$ cat src/pkg/odgp_pkg.sv
package odgp_pkg;
	localparam int         ODGP_PINS          = 4;
	localparam logic [7:0] ODGP_ADDR_CONFIG   = 8'h10;
	localparam logic [7:0] ODGP_ADDR_IRQCTL   = 8'h0F;
	localparam logic [7:0] ODGP_RST_CONFIG    = 8'h00;
	localparam logic [7:0] ODGP_RST_IRQCTL    = 8'h00;
	localparam int         ODGP_DIR_LSB       = 4;
	localparam int         ODGP_LEVEL_LSB     = 0;
	localparam int         ODGP_EDGE_LSB      = 4;
	localparam int         ODGP_MASK_LSB      = 0;
	localparam logic [7:0] ODGP_READ_UNMAPPED = 8'h00;
endpackage
$ cat src/logic/odgp_port.sv
`timescale 1ns/1ns
module odgp_port
	import odgp_pkg::*;
(
	// clock and reset
	input  wire logic       clk,
	input  wire logic       sys_rst,
	// register access from the serial interface
	input  wire logic       reg_wr,
	input  wire logic       reg_rd,
	input  wire logic [7:0] reg_addr,
	input  wire logic [7:0] reg_wdata,
	output logic      [7:0] reg_rdata,
	// pins
	input  wire logic [3:0] pin_in,
	output logic      [3:0] pin_out,
	output logic      [3:0] pin_oe,
	// pin events
	output logic      [3:0] pin_irq
);
	logic [3:0] dir;
	logic [3:0] level;
	logic [3:0] edge_sel;
	logic [3:0] mask;
	logic [3:0] pin_s;
	logic [3:0] pin_prev;
	logic [3:0] next_level;
	logic       wr_cfg;
	logic       wr_irq;

	for (genvar i = 0; i < ODGP_PINS; i++) begin : g_sync
		odgp_sync u_sync (
			.clk      (clk),
			.sys_rst  (sys_rst),
			.pin_in   (pin_in[i]),
			.pin_sync (pin_s[i])
		);
	end

	assign wr_cfg = reg_wr && (reg_addr == ODGP_ADDR_CONFIG);
	assign wr_irq = reg_wr && (reg_addr == ODGP_ADDR_IRQCTL);

	// a write that also turns a pin to output takes the written level;
	// the new direction decides, so a pin is never driven from stale data
	always_comb begin
		next_level = level;
		for (int i = 0; i < ODGP_PINS; i++) begin
			if (wr_cfg && reg_wdata[ODGP_DIR_LSB + i]) begin
				next_level[i] = reg_wdata[ODGP_LEVEL_LSB + i];
			end else if (!dir[i] && !(wr_cfg)) begin
				next_level[i] = pin_s[i];
			end else if (wr_cfg) begin
				next_level[i] = pin_s[i];
			end
		end
	end

	always_ff @(posedge clk) begin
		if (sys_rst) begin
			dir   <= ODGP_RST_CONFIG[ODGP_DIR_LSB +: 4];
			level <= ODGP_RST_CONFIG[ODGP_LEVEL_LSB +: 4];
		end else begin
			if (wr_cfg) begin
				dir <= reg_wdata[ODGP_DIR_LSB +: 4];
			end
			level <= next_level;
		end
	end

	always_ff @(posedge clk) begin
		if (sys_rst) begin
			edge_sel <= ODGP_RST_IRQCTL[ODGP_EDGE_LSB +: 4];
			mask     <= ODGP_RST_IRQCTL[ODGP_MASK_LSB +: 4];
		end else if (wr_irq) begin
			edge_sel <= reg_wdata[ODGP_EDGE_LSB +: 4];
			mask     <= reg_wdata[ODGP_MASK_LSB +: 4];
		end
	end

	// open drain: output data is always low, only the enable moves
	always_ff @(posedge clk) begin
		if (sys_rst) begin
			pin_out <= 4'h0;
			pin_oe  <= 4'h0;
		end else begin
			pin_out <= 4'h0;
			pin_oe  <= dir & level;
		end
	end

	always_ff @(posedge clk) begin
		if (sys_rst) begin
			pin_prev <= 4'hF;
			pin_irq  <= 4'h0;
		end else begin
			pin_prev <= pin_s;
			for (int i = 0; i < ODGP_PINS; i++) begin
				pin_irq[i] <= !dir[i] && !mask[i] &&
					(edge_sel[i] ? (pin_s[i] && !pin_prev[i])
					             : (!pin_s[i] && pin_prev[i]));
			end
		end
	end

	always_ff @(posedge clk) begin
		if (sys_rst) begin
			reg_rdata <= 8'h00;
		end else if (reg_rd) begin
			case (reg_addr)
				ODGP_ADDR_CONFIG: reg_rdata <= {dir, level};
				ODGP_ADDR_IRQCTL: reg_rdata <= {edge_sel, mask};
				default:          reg_rdata <= ODGP_READ_UNMAPPED;
			endcase
		end
	end
endmodule

$ cat src/logic/odgp_sync.sv
`timescale 1ns/1ns
module odgp_sync (
	// clock and reset
	input  wire logic clk,
	input  wire logic sys_rst,
	// pin level
	input  wire logic pin_in,
	output logic      pin_sync
);
	logic stage1;

	always_ff @(posedge clk) begin
		if (sys_rst) begin
			stage1   <= 1'b1;
			pin_sync <= 1'b1;
		end else begin
			stage1   <= pin_in;
			pin_sync <= stage1;
		end
	end
endmodule

$ cat config.mk
export PLATFORM = sky130hd
export DESIGN_NAME = odgp_port
export DESIGN_NICKNAME = d
export VERILOG_FILES = /design/src/pkg/odgp_pkg.sv /design/src/logic/odgp_port.sv /design/src/logic/odgp_sync.sv
export SDC_FILE = /design/constraint.sdc
export NUM_CORES = 1
export LEC_CHECK = 0
export ABC_AREA = 1
export BUFFER_PORTS_ARGS = -buffer_cell sky130_fd_sc_hd__buf_2
export CAP_MARGIN = 10
export CORE_AREA = 8 8 76 78
export CTS_CLUSTER_SIZE = 16
export DETAILED_ROUTE_END_ITERATION = 10
export DIE_AREA = 0 0 84 86
export GPL_TIMING_DRIVEN = 0
export PLACE_DENSITY = 0.72
export SYNTH_ARGS = -nofsm -noshare
export SYNTH_HDL_FRONTEND = slang
export SYNTH_SLANG_ARGS = --single-unit
$ cat constraint.sdc
create_clock -name clk -period 1.3 [get_ports clk]
set_clock_uncertainty 0.05 [all_clocks]
set_input_delay 0.26 -clock clk [delete_from_list [all_inputs] [get_ports clk]]
set_output_delay 0.26 -clock clk [all_outputs]
set_load 0.02 [all_outputs]
Word-level counts from Yosys, hierarchy flattened
Cells that the tools add are included.

Output and inout bits: 20. Bits in registers: 44.

Mux-type cells: 17. Equality and inequality tests: 2. Bitwise operators: 1. Reductions and logical operators: 47.

Operators by type and width (count): $logic_and A1 B1 Y1 (26); $logic_not A1 Y1 (17); $mux W1 (16); $pmux W8 S2 (1); $reduce_bool A3 Y1 (4); $eq A8 B4 Y1 const B (1); $eq A8 B5 Y1 const B (1); $and A4 B4 Y4 (1).

Longest topological paths before layout
Gate-level depths: netlist of the first run.

Depth in word-level cells: 6. Gate-level depth with buffers: 10. Depth with buffers taken out: 10.

Cells and area by module
Synthesis of the first run repeated with hierarchy kept, for this count alone.

Cell total of the unflattened synthesis: 229. Area, all modules: 1745.4 um^2.

By module, submodules not included: odgp_port (cells each 201, sequential area each 720.7 um^2, times used 1, area each 1510.2 um^2); odgp_sync (cells each 7, sequential area each 40.0 um^2, times used 4, area each 58.8 um^2).

Least setup slack after synthesis of the first run
No wires, ideal clock.

Path kind: input -> register. From: input port reg_addr[7]. To: register dir[3]. Stages on the path: 6. Arrival: 1.010 ns. Library setup time: 0.115 ns. Data required time: 1.135 ns. Path slack: 0.125 ns. Path buffers: 0. Cell sequence: nor2_2 nand2_2 nor2_4 nand2_4 and2_4 o21a_1.

Longest elaborated chain between the ends: 2.

Ends and longest elaborated chain: start: declaration (RTL line odgp_port.sv:11) `input wire logic [7:0] reg_addr,`; $eq A8 B5 Y1 (RTL line odgp_port.sv:40) `assign wr_cfg = reg_wr && (reg_addr == ODGP_ADDR_CONFIG);`; $logic_and A1 B1 Y1 (RTL line odgp_port.sv:40); end signal: assignment (RTL line odgp_port.sv:60) `dir <= ODGP_RST_CONFIG[ODGP_DIR_LSB +: 4];`; end signal: assignment (RTL line odgp_port.sv:64) `dir <= reg_wdata[ODGP_DIR_LSB +: 4];`; end: declaration (RTL line odgp_port.sv:21) `logic [3:0] dir;`.

Every way passes these cells. A chain may end at the register's enable or synchronous reset.

Worst setup path after layout of the first run
From: input port reg_addr[7]. To: register edge_sel[2].

Longest elaborated chain between the ends: 2.

Ends and longest elaborated chain: $eq A8 B4 Y1 (RTL line odgp_port.sv:41) `assign wr_irq = reg_wr && (reg_addr == ODGP_ADDR_IRQCTL);`; $logic_and A1 B1 Y1 (RTL line odgp_port.sv:41); end signal: assignment (RTL line odgp_port.sv:72) `edge_sel <= ODGP_RST_IRQCTL[ODGP_EDGE_LSB +: 4];`; end signal: assignment (RTL line odgp_port.sv:75) `edge_sel <= reg_wdata[ODGP_EDGE_LSB +: 4];`; end: declaration (RTL line odgp_port.sv:23) `logic [3:0] edge_sel;`.

Every way passes these cells.

==> flow_summary.yaml, run 1 <==
critical_path:
  crit_path_cell_trace: "buf_2, nor2_2, nand3_1, nor2_2, nand2_1, buf_2, o21ai_1, a21oi_1"
  critical_path.max_fanout: 10
  cp-start-kind: "input pin"
  endpoint_kind: "register"
  ff2ff_path_depth: 4
  worstPathArrival_ns: 1.26
  r2r_end: "pin_irq[3]"
  critical-path-max-stage-delay_ns: 0.20
  reg2reg_from: "edge_sel[3]"
  rrSetupSlack_ns: 0.25
  crit_type: "input pin to register"
  required_ns: 1.44
  slowest_stage: "buf_2"
placement:
  dp_slack_ns: -0.138
  gp_congestion: 0.835
  placed_area_sq_um: 2020
  dp_hpwl_um: 2960
  dp.cells: 316
  io_buffers: 37
finish:
  diodes: 0
  final_cell_count_no_fill: 324
  design_area_sq_um: 2110
  seqCellArea_sq_um: 881
  layout_commonest_cell: "dfxtp_1"
  area_growth_pct: 20.2
  drive_gt1_share_pct: 25.9
  finish.utilization_pct: 45.9
  multi_input_area_sq_um: 699
  fillCellCount: 475
  nets: 293
  mostFrequentLayoutCells: "dfxtp_1 (44), nand2_1 (43), buf_2 (41)"
synth:
  synthTopCellsByArea: "dfxtp_1 (50%), nand2_1 (9.2%), nand3_1 (6.3%)"
  synthDominantCellAreaShare_pct: 50.2
  yosysUniqueCellTypes: 25
  synth_seq_area_share_pct: 50.2
  synth_cells: 222
  syn_avg_cell_area_sq_um: 7.90
  yosys.area.top_type: "dfxtp_1"
  syn-cell-area_sq_um: 1750
  ys_warn_count: 0
  synth_seq_cells: 44
cts:
  worstSkewPairLatency_ns: 0.29
  htreeDepth: 2
  clockBufferDepth: 2
  cts.repair.resized: 0
  post-cts-setup-buffers: 0
  cts_num_sinks: 44
  cts_buffers: 5
  cts_tree: "done"
  cts.clk_slew.worst_paths_ns: 0.08
  clk_root_buffer_cell: "clkbuf_8"
  cts_hold_buf: 0
job:
  maxCapViolCount: 0
global_route:
  grt_usage_pct: 11.9
  overflow: 0
  antenna_found_initial: 0
  grt_pass1_vias: 1500
  grt_pass1_wl_um: 6830
  grt_start_max_net_pins: 13
routing:
  wl_um: 4070
  via_per_inst: 4.73
  ant_nets: 0
  drt_pre_antenna_iters: 4
  routedWlPerCell_um: 12.6
  drc: 0
  drtIter0Drc: 80
  vias: 1534
sta:
  grt_setup_unrepaired: "false"
  fin_crit_ns: 1.13
  fin_crit_sh_pct: 86.8
  fin_tns_setup_ns: 0
  slew_headroom_pct: 64.6
  hold_ws_ns: 0.0953
  worst_slew_pin_slew_ns: 0.531
  hold_viol_final: 0
  setup_viol: 0
  setup_slack_ns: 0.171
  slew_violations: 0
  fmax_mhz: 886
worst_hold_path:
  min-delay-start: "pin_in[0]"
  hold_depth: 2
  hp-class: "input pin to register"
  hold_end: "g_sync[0].u_sync.stage1"
floorplan:
  die_area_sq_um: 7220
  die_h_um: 86
  row_count: 25
  die_x_um: 84
  core_sq_um: 4600
  ios: 44
  start_util_pct: 38.1
pwr:
  p_per_area_nw_per_um2: 1180
  vdd_ir_drop_max_v: 0.000601
  finalPower_mw: 2.49
  p_leak_nw: 1.01
run_status:
  status: "complete, no violations"
[critical path, delay by kind of cell]
family / cells / cell delay (ns)
simple gates: 4 / 0.48
buf+inv: 2 / 0.30
compound gates: 2 / 0.20
[sequential cells by signal, indices dropped and copies added, names as in the netlist]
name	flops
pin_irq	4
mask	4
pin_prev	4
level	4
edge_sel	4
pin_oe	4
g_sync.u_sync.pin_sync	4
g_sync.u_sync.stage1	4
reg_rdata	8
dir	4
[synthesized netlist by cell type]
cell,instances
dfxtp_1,44
nand2_1,43
inv_1,26
nand3_1,22
a21oi_1,17
nor2_1,10
o211ai_1,8
or2_2,8
buf_4,5
clkbuf_1,5
nor2_2,5
buf_2,4
nor3_1,4
nor4_1,4
nand4_1,3
o21ai_1,3
nand3b_1,2
o21ai_0,2
and2_4,1
buf_6,1
conb_1,1
nand2_2,1
nand2_4,1
nor2_4,1
o21a_1,1
[how the worst max path moves through the flow]
stage,start,to
2_1_floorplan,reg_addr[7],dir[3]
3_3_place_gp,reg_addr[7],edge_sel[2]
3_5_place_dp,reg_addr[7],edge_sel[2]
4_1_cts,reg_rdata[1],reg_rdata[1]
5_1_grt,reg_addr[7],edge_sel[2]
6_report,reg_addr[7],edge_sel[2]
[report_power, final]
part           total, mW  switching [mW]  internal, mW
Combinational      0.212           0.129        0.0831
Clock              0.875           0.441         0.434
Sequential          1.40          0.0185          1.39
[cells by family (layout without fill, tap and decap cells)]
kind of cell	Yosys count	after routing	share of synthesized area (%)
buffers and inverters	41	86	10.6
flip-flops	44	44	50.2
AO/OA/AOI/OAI	31	31	10.1
AND/OR/NAND/NOR	105	105	28.9
other	1	4	0.214
[layer usage]
metal	GRT usage, %	wire [um]	up-vias
met5	0	0	-
met4	5.18	61	0
met3	5.78	363	4
met2	18.7	1800	48
met1	13.4	1850	678
li1	-	-	804
[cell type report]
| type | instances | area share [%] |
|---|---|---|
| multi-input cells | 140 | 33.2 |
| plain buffers | 15 | 4.15 |
| flip-flops and latches | 44 | 41.8 |
| repair buffers | 37 | 8.78 |
| well taps | 54 | 3.20 |
| clock buffers | 8 | 4.27 |
| inverters | 26 | 4.63 |
Power figures use the tool's default switching activity.
==> inputs of run 2 (changes only) <==
Settings changed: CORE_AREA 8 8 76 78 to 8 8 68 70, DIE_AREA 0 0 84 86 to 0 0 76 78, PLACE_DENSITY 0.72 to 0.86.
==> run 2 against run 1 <==
  * Sequential power about the same
  * Wire length shrank 2.9%
  * First-iteration DRC count up 56%
  * Via count increased by 2.9%
  * Combinational power barely moved
  * Cell count decreased by 1.9%
  * Utilization grew 13 points
  * Critical path depth fell by 7
  * Flip-flop and latch count unchanged
  * Non-clock buffer count unchanged
  * Fmax shrank 7.2%
  * Critical path type is now register to output pin
  * Largest power group unchanged
==> flow_summary.yaml, run 2 (synthesis gave the netlist of run 1 again) <==
finish:
  final_cell_count_no_fill: 318
  area_growth_pct: 18.1
  fillCellCount: 337
  regMostFlops: "reg_rdata"
  multi_input_area_sq_um: 699
  diodes: 0
  design_area_sq_um: 2070
  nets: 293
  mostFrequentLayoutCells: "dfxtp_1 (44), nand2_1 (43), buf_2 (41)"
  largest_reg_flops: 8
  layout_commonest_cell: "dfxtp_1"
  drive_gt1_share_pct: 26.7
  seqCellArea_sq_um: 881
  finish.utilization_pct: 58.4
critical_path:
  cp.buffers_inverters: 1
  cp-start-kind: "register"
  r2r_end: "pin_irq[3]"
  worstPathArrival_ns: 0.91
  reg2reg_from: "edge_sel[3]"
  crit_path_cell_trace: "buf_2"
  critical-path-max-stage-delay_ns: 0.37
  ff2ff_path_depth: 4
  cpLargestDelayFamily: "flip-flops"
  crit_cells: 1
  critical_path.max_fanout: 2
  crit_type: "register to output pin"
  slowest_stage: "dfxtp_1"
  endpoint_kind: "output pin"
  required_ns: 0.99
  rrSetupSlack_ns: 0.30
cts:
  clk_root_buffer_cell: "clkbuf_4"
  cts_num_sinks: 44
  cts_hold_buf: 0
  cts.repair.resized: 0
  cts_buffers: 5
  post-cts-setup-buffers: 0
  clockBufferDepth: 2
  worstSkewPairLatency_ns: 0.36
  htreeDepth: 2
  cts.clk_slew.worst_paths_ns: 0.13
  cts_tree: "done"
routing:
  drc: 0
  via_per_inst: 4.97
  routedWlPerCell_um: 12.4
  ant_nets: 0
  drt_pre_antenna_iters: 4
  vias: 1579
  drtIter0Drc: 125
  wl_um: 3950
floorplan:
  die_area_sq_um: 5930
  start_util_pct: 49.4
  die_h_um: 78
  ios: 44
  row_count: 22
  core_sq_um: 3550
  die_x_um: 76
pwr:
  vdd_ir_drop_max_v: 0.000767
  p_per_area_nw_per_um2: 1110
  p_leak_nw: 1.00
  finalPower_mw: 2.31
sta:
  setup_viol: 0
  worst_slew_pin_slew_ns: 0.509
  slew_violations: 0
  fmax_mhz: 822
  fin_crit_sh_pct: 93.5
  setup_slack_ns: 0.0842
  hold_viol_final: 0
  slew_headroom_pct: 66.1
  grt_setup_unrepaired: "false"
  fin_crit_ns: 1.22
placement:
  dp_hpwl_um: 2900
  gp_congestion: 0.834
  dp.cells: 310
  placed_area_sq_um: 2010
  io_buffers: 37
  dp_slack_ns: -0.122
global_route:
  overflow: 0
  grt_usage_pct: 13.7
  grt_start_max_net_pins: 14
  grt_pass1_wl_um: 6750
  antenna_found_initial: 0
  grt_pass1_vias: 1464
run_status:
  status: "complete, no violations"
worst_hold_path:
  hp-class: "input pin to register"
  hold_end: "g_sync[3].u_sync.stage1"
  hold_depth: 2
  min-delay-start: "pin_in[3]"
job:
  maxCapViolCount: 0
## run 2: changes by cell type in the layout (fill, tap and decap cells not counted), sizes merged
cell / delta
clkbuf: -2
clkinv: +2
## run 2: how the worst max path moves through the flow
stage	slack, ns	to	startpoint
2_1_floorplan	0.12	dir[3]	reg_addr[7]
3_3_place_gp	-0.1	edge_sel[2]	reg_addr[7]
3_5_place_dp	-0.12	edge_sel[2]	reg_addr[7]
4_1_cts	0.08	reg_rdata[1]	reg_rdata[1]
5_1_grt	0.05	reg_rdata[5]	reg_rdata[5]
6_report	0.08	reg_rdata[1]	reg_rdata[1]
## run 2: through the flow
stage               hold WS, ns  TNS (ns)
CTS                      0.0210         0
global placement          0.341    -0.715
detailed placement        0.349     -1.44
global route             0.0213         0
floorplan                 0.314         0
finish                   0.0253         0
## run 2: final cells by class
type | count | area share [%]
Timing Repair Buffer | 37 | 8.94
Tap cell | 48 | 2.90
Clock buffer | 6 | 2.48
Multi-Input combinational cell | 140 | 33.8
Clock inverter | 2 | 0.483
Sequential cell | 44 | 42.5
Inverter | 26 | 4.71
Buffer | 15 | 4.23
## run 2: per-layer routing
metal	share of wire, %	track usage, %	vias up
li1	-	-	802
met1	43	15.9	711
met2	46	22.4	60
met3	9.9	4.95	6
met4	1.1	5.69	0
met5	0	0	-
## run 2: report_power, final
part / switching [mW] / internal (mW) / total (mW) / leakage (nW)
registers: 0.0191 / 1.39 / 1.41 / 0.360
clock network: 0.433 / 0.258 / 0.691 / 0.0380
logic: 0.128 / 0.0831 / 0.211 / 0.604
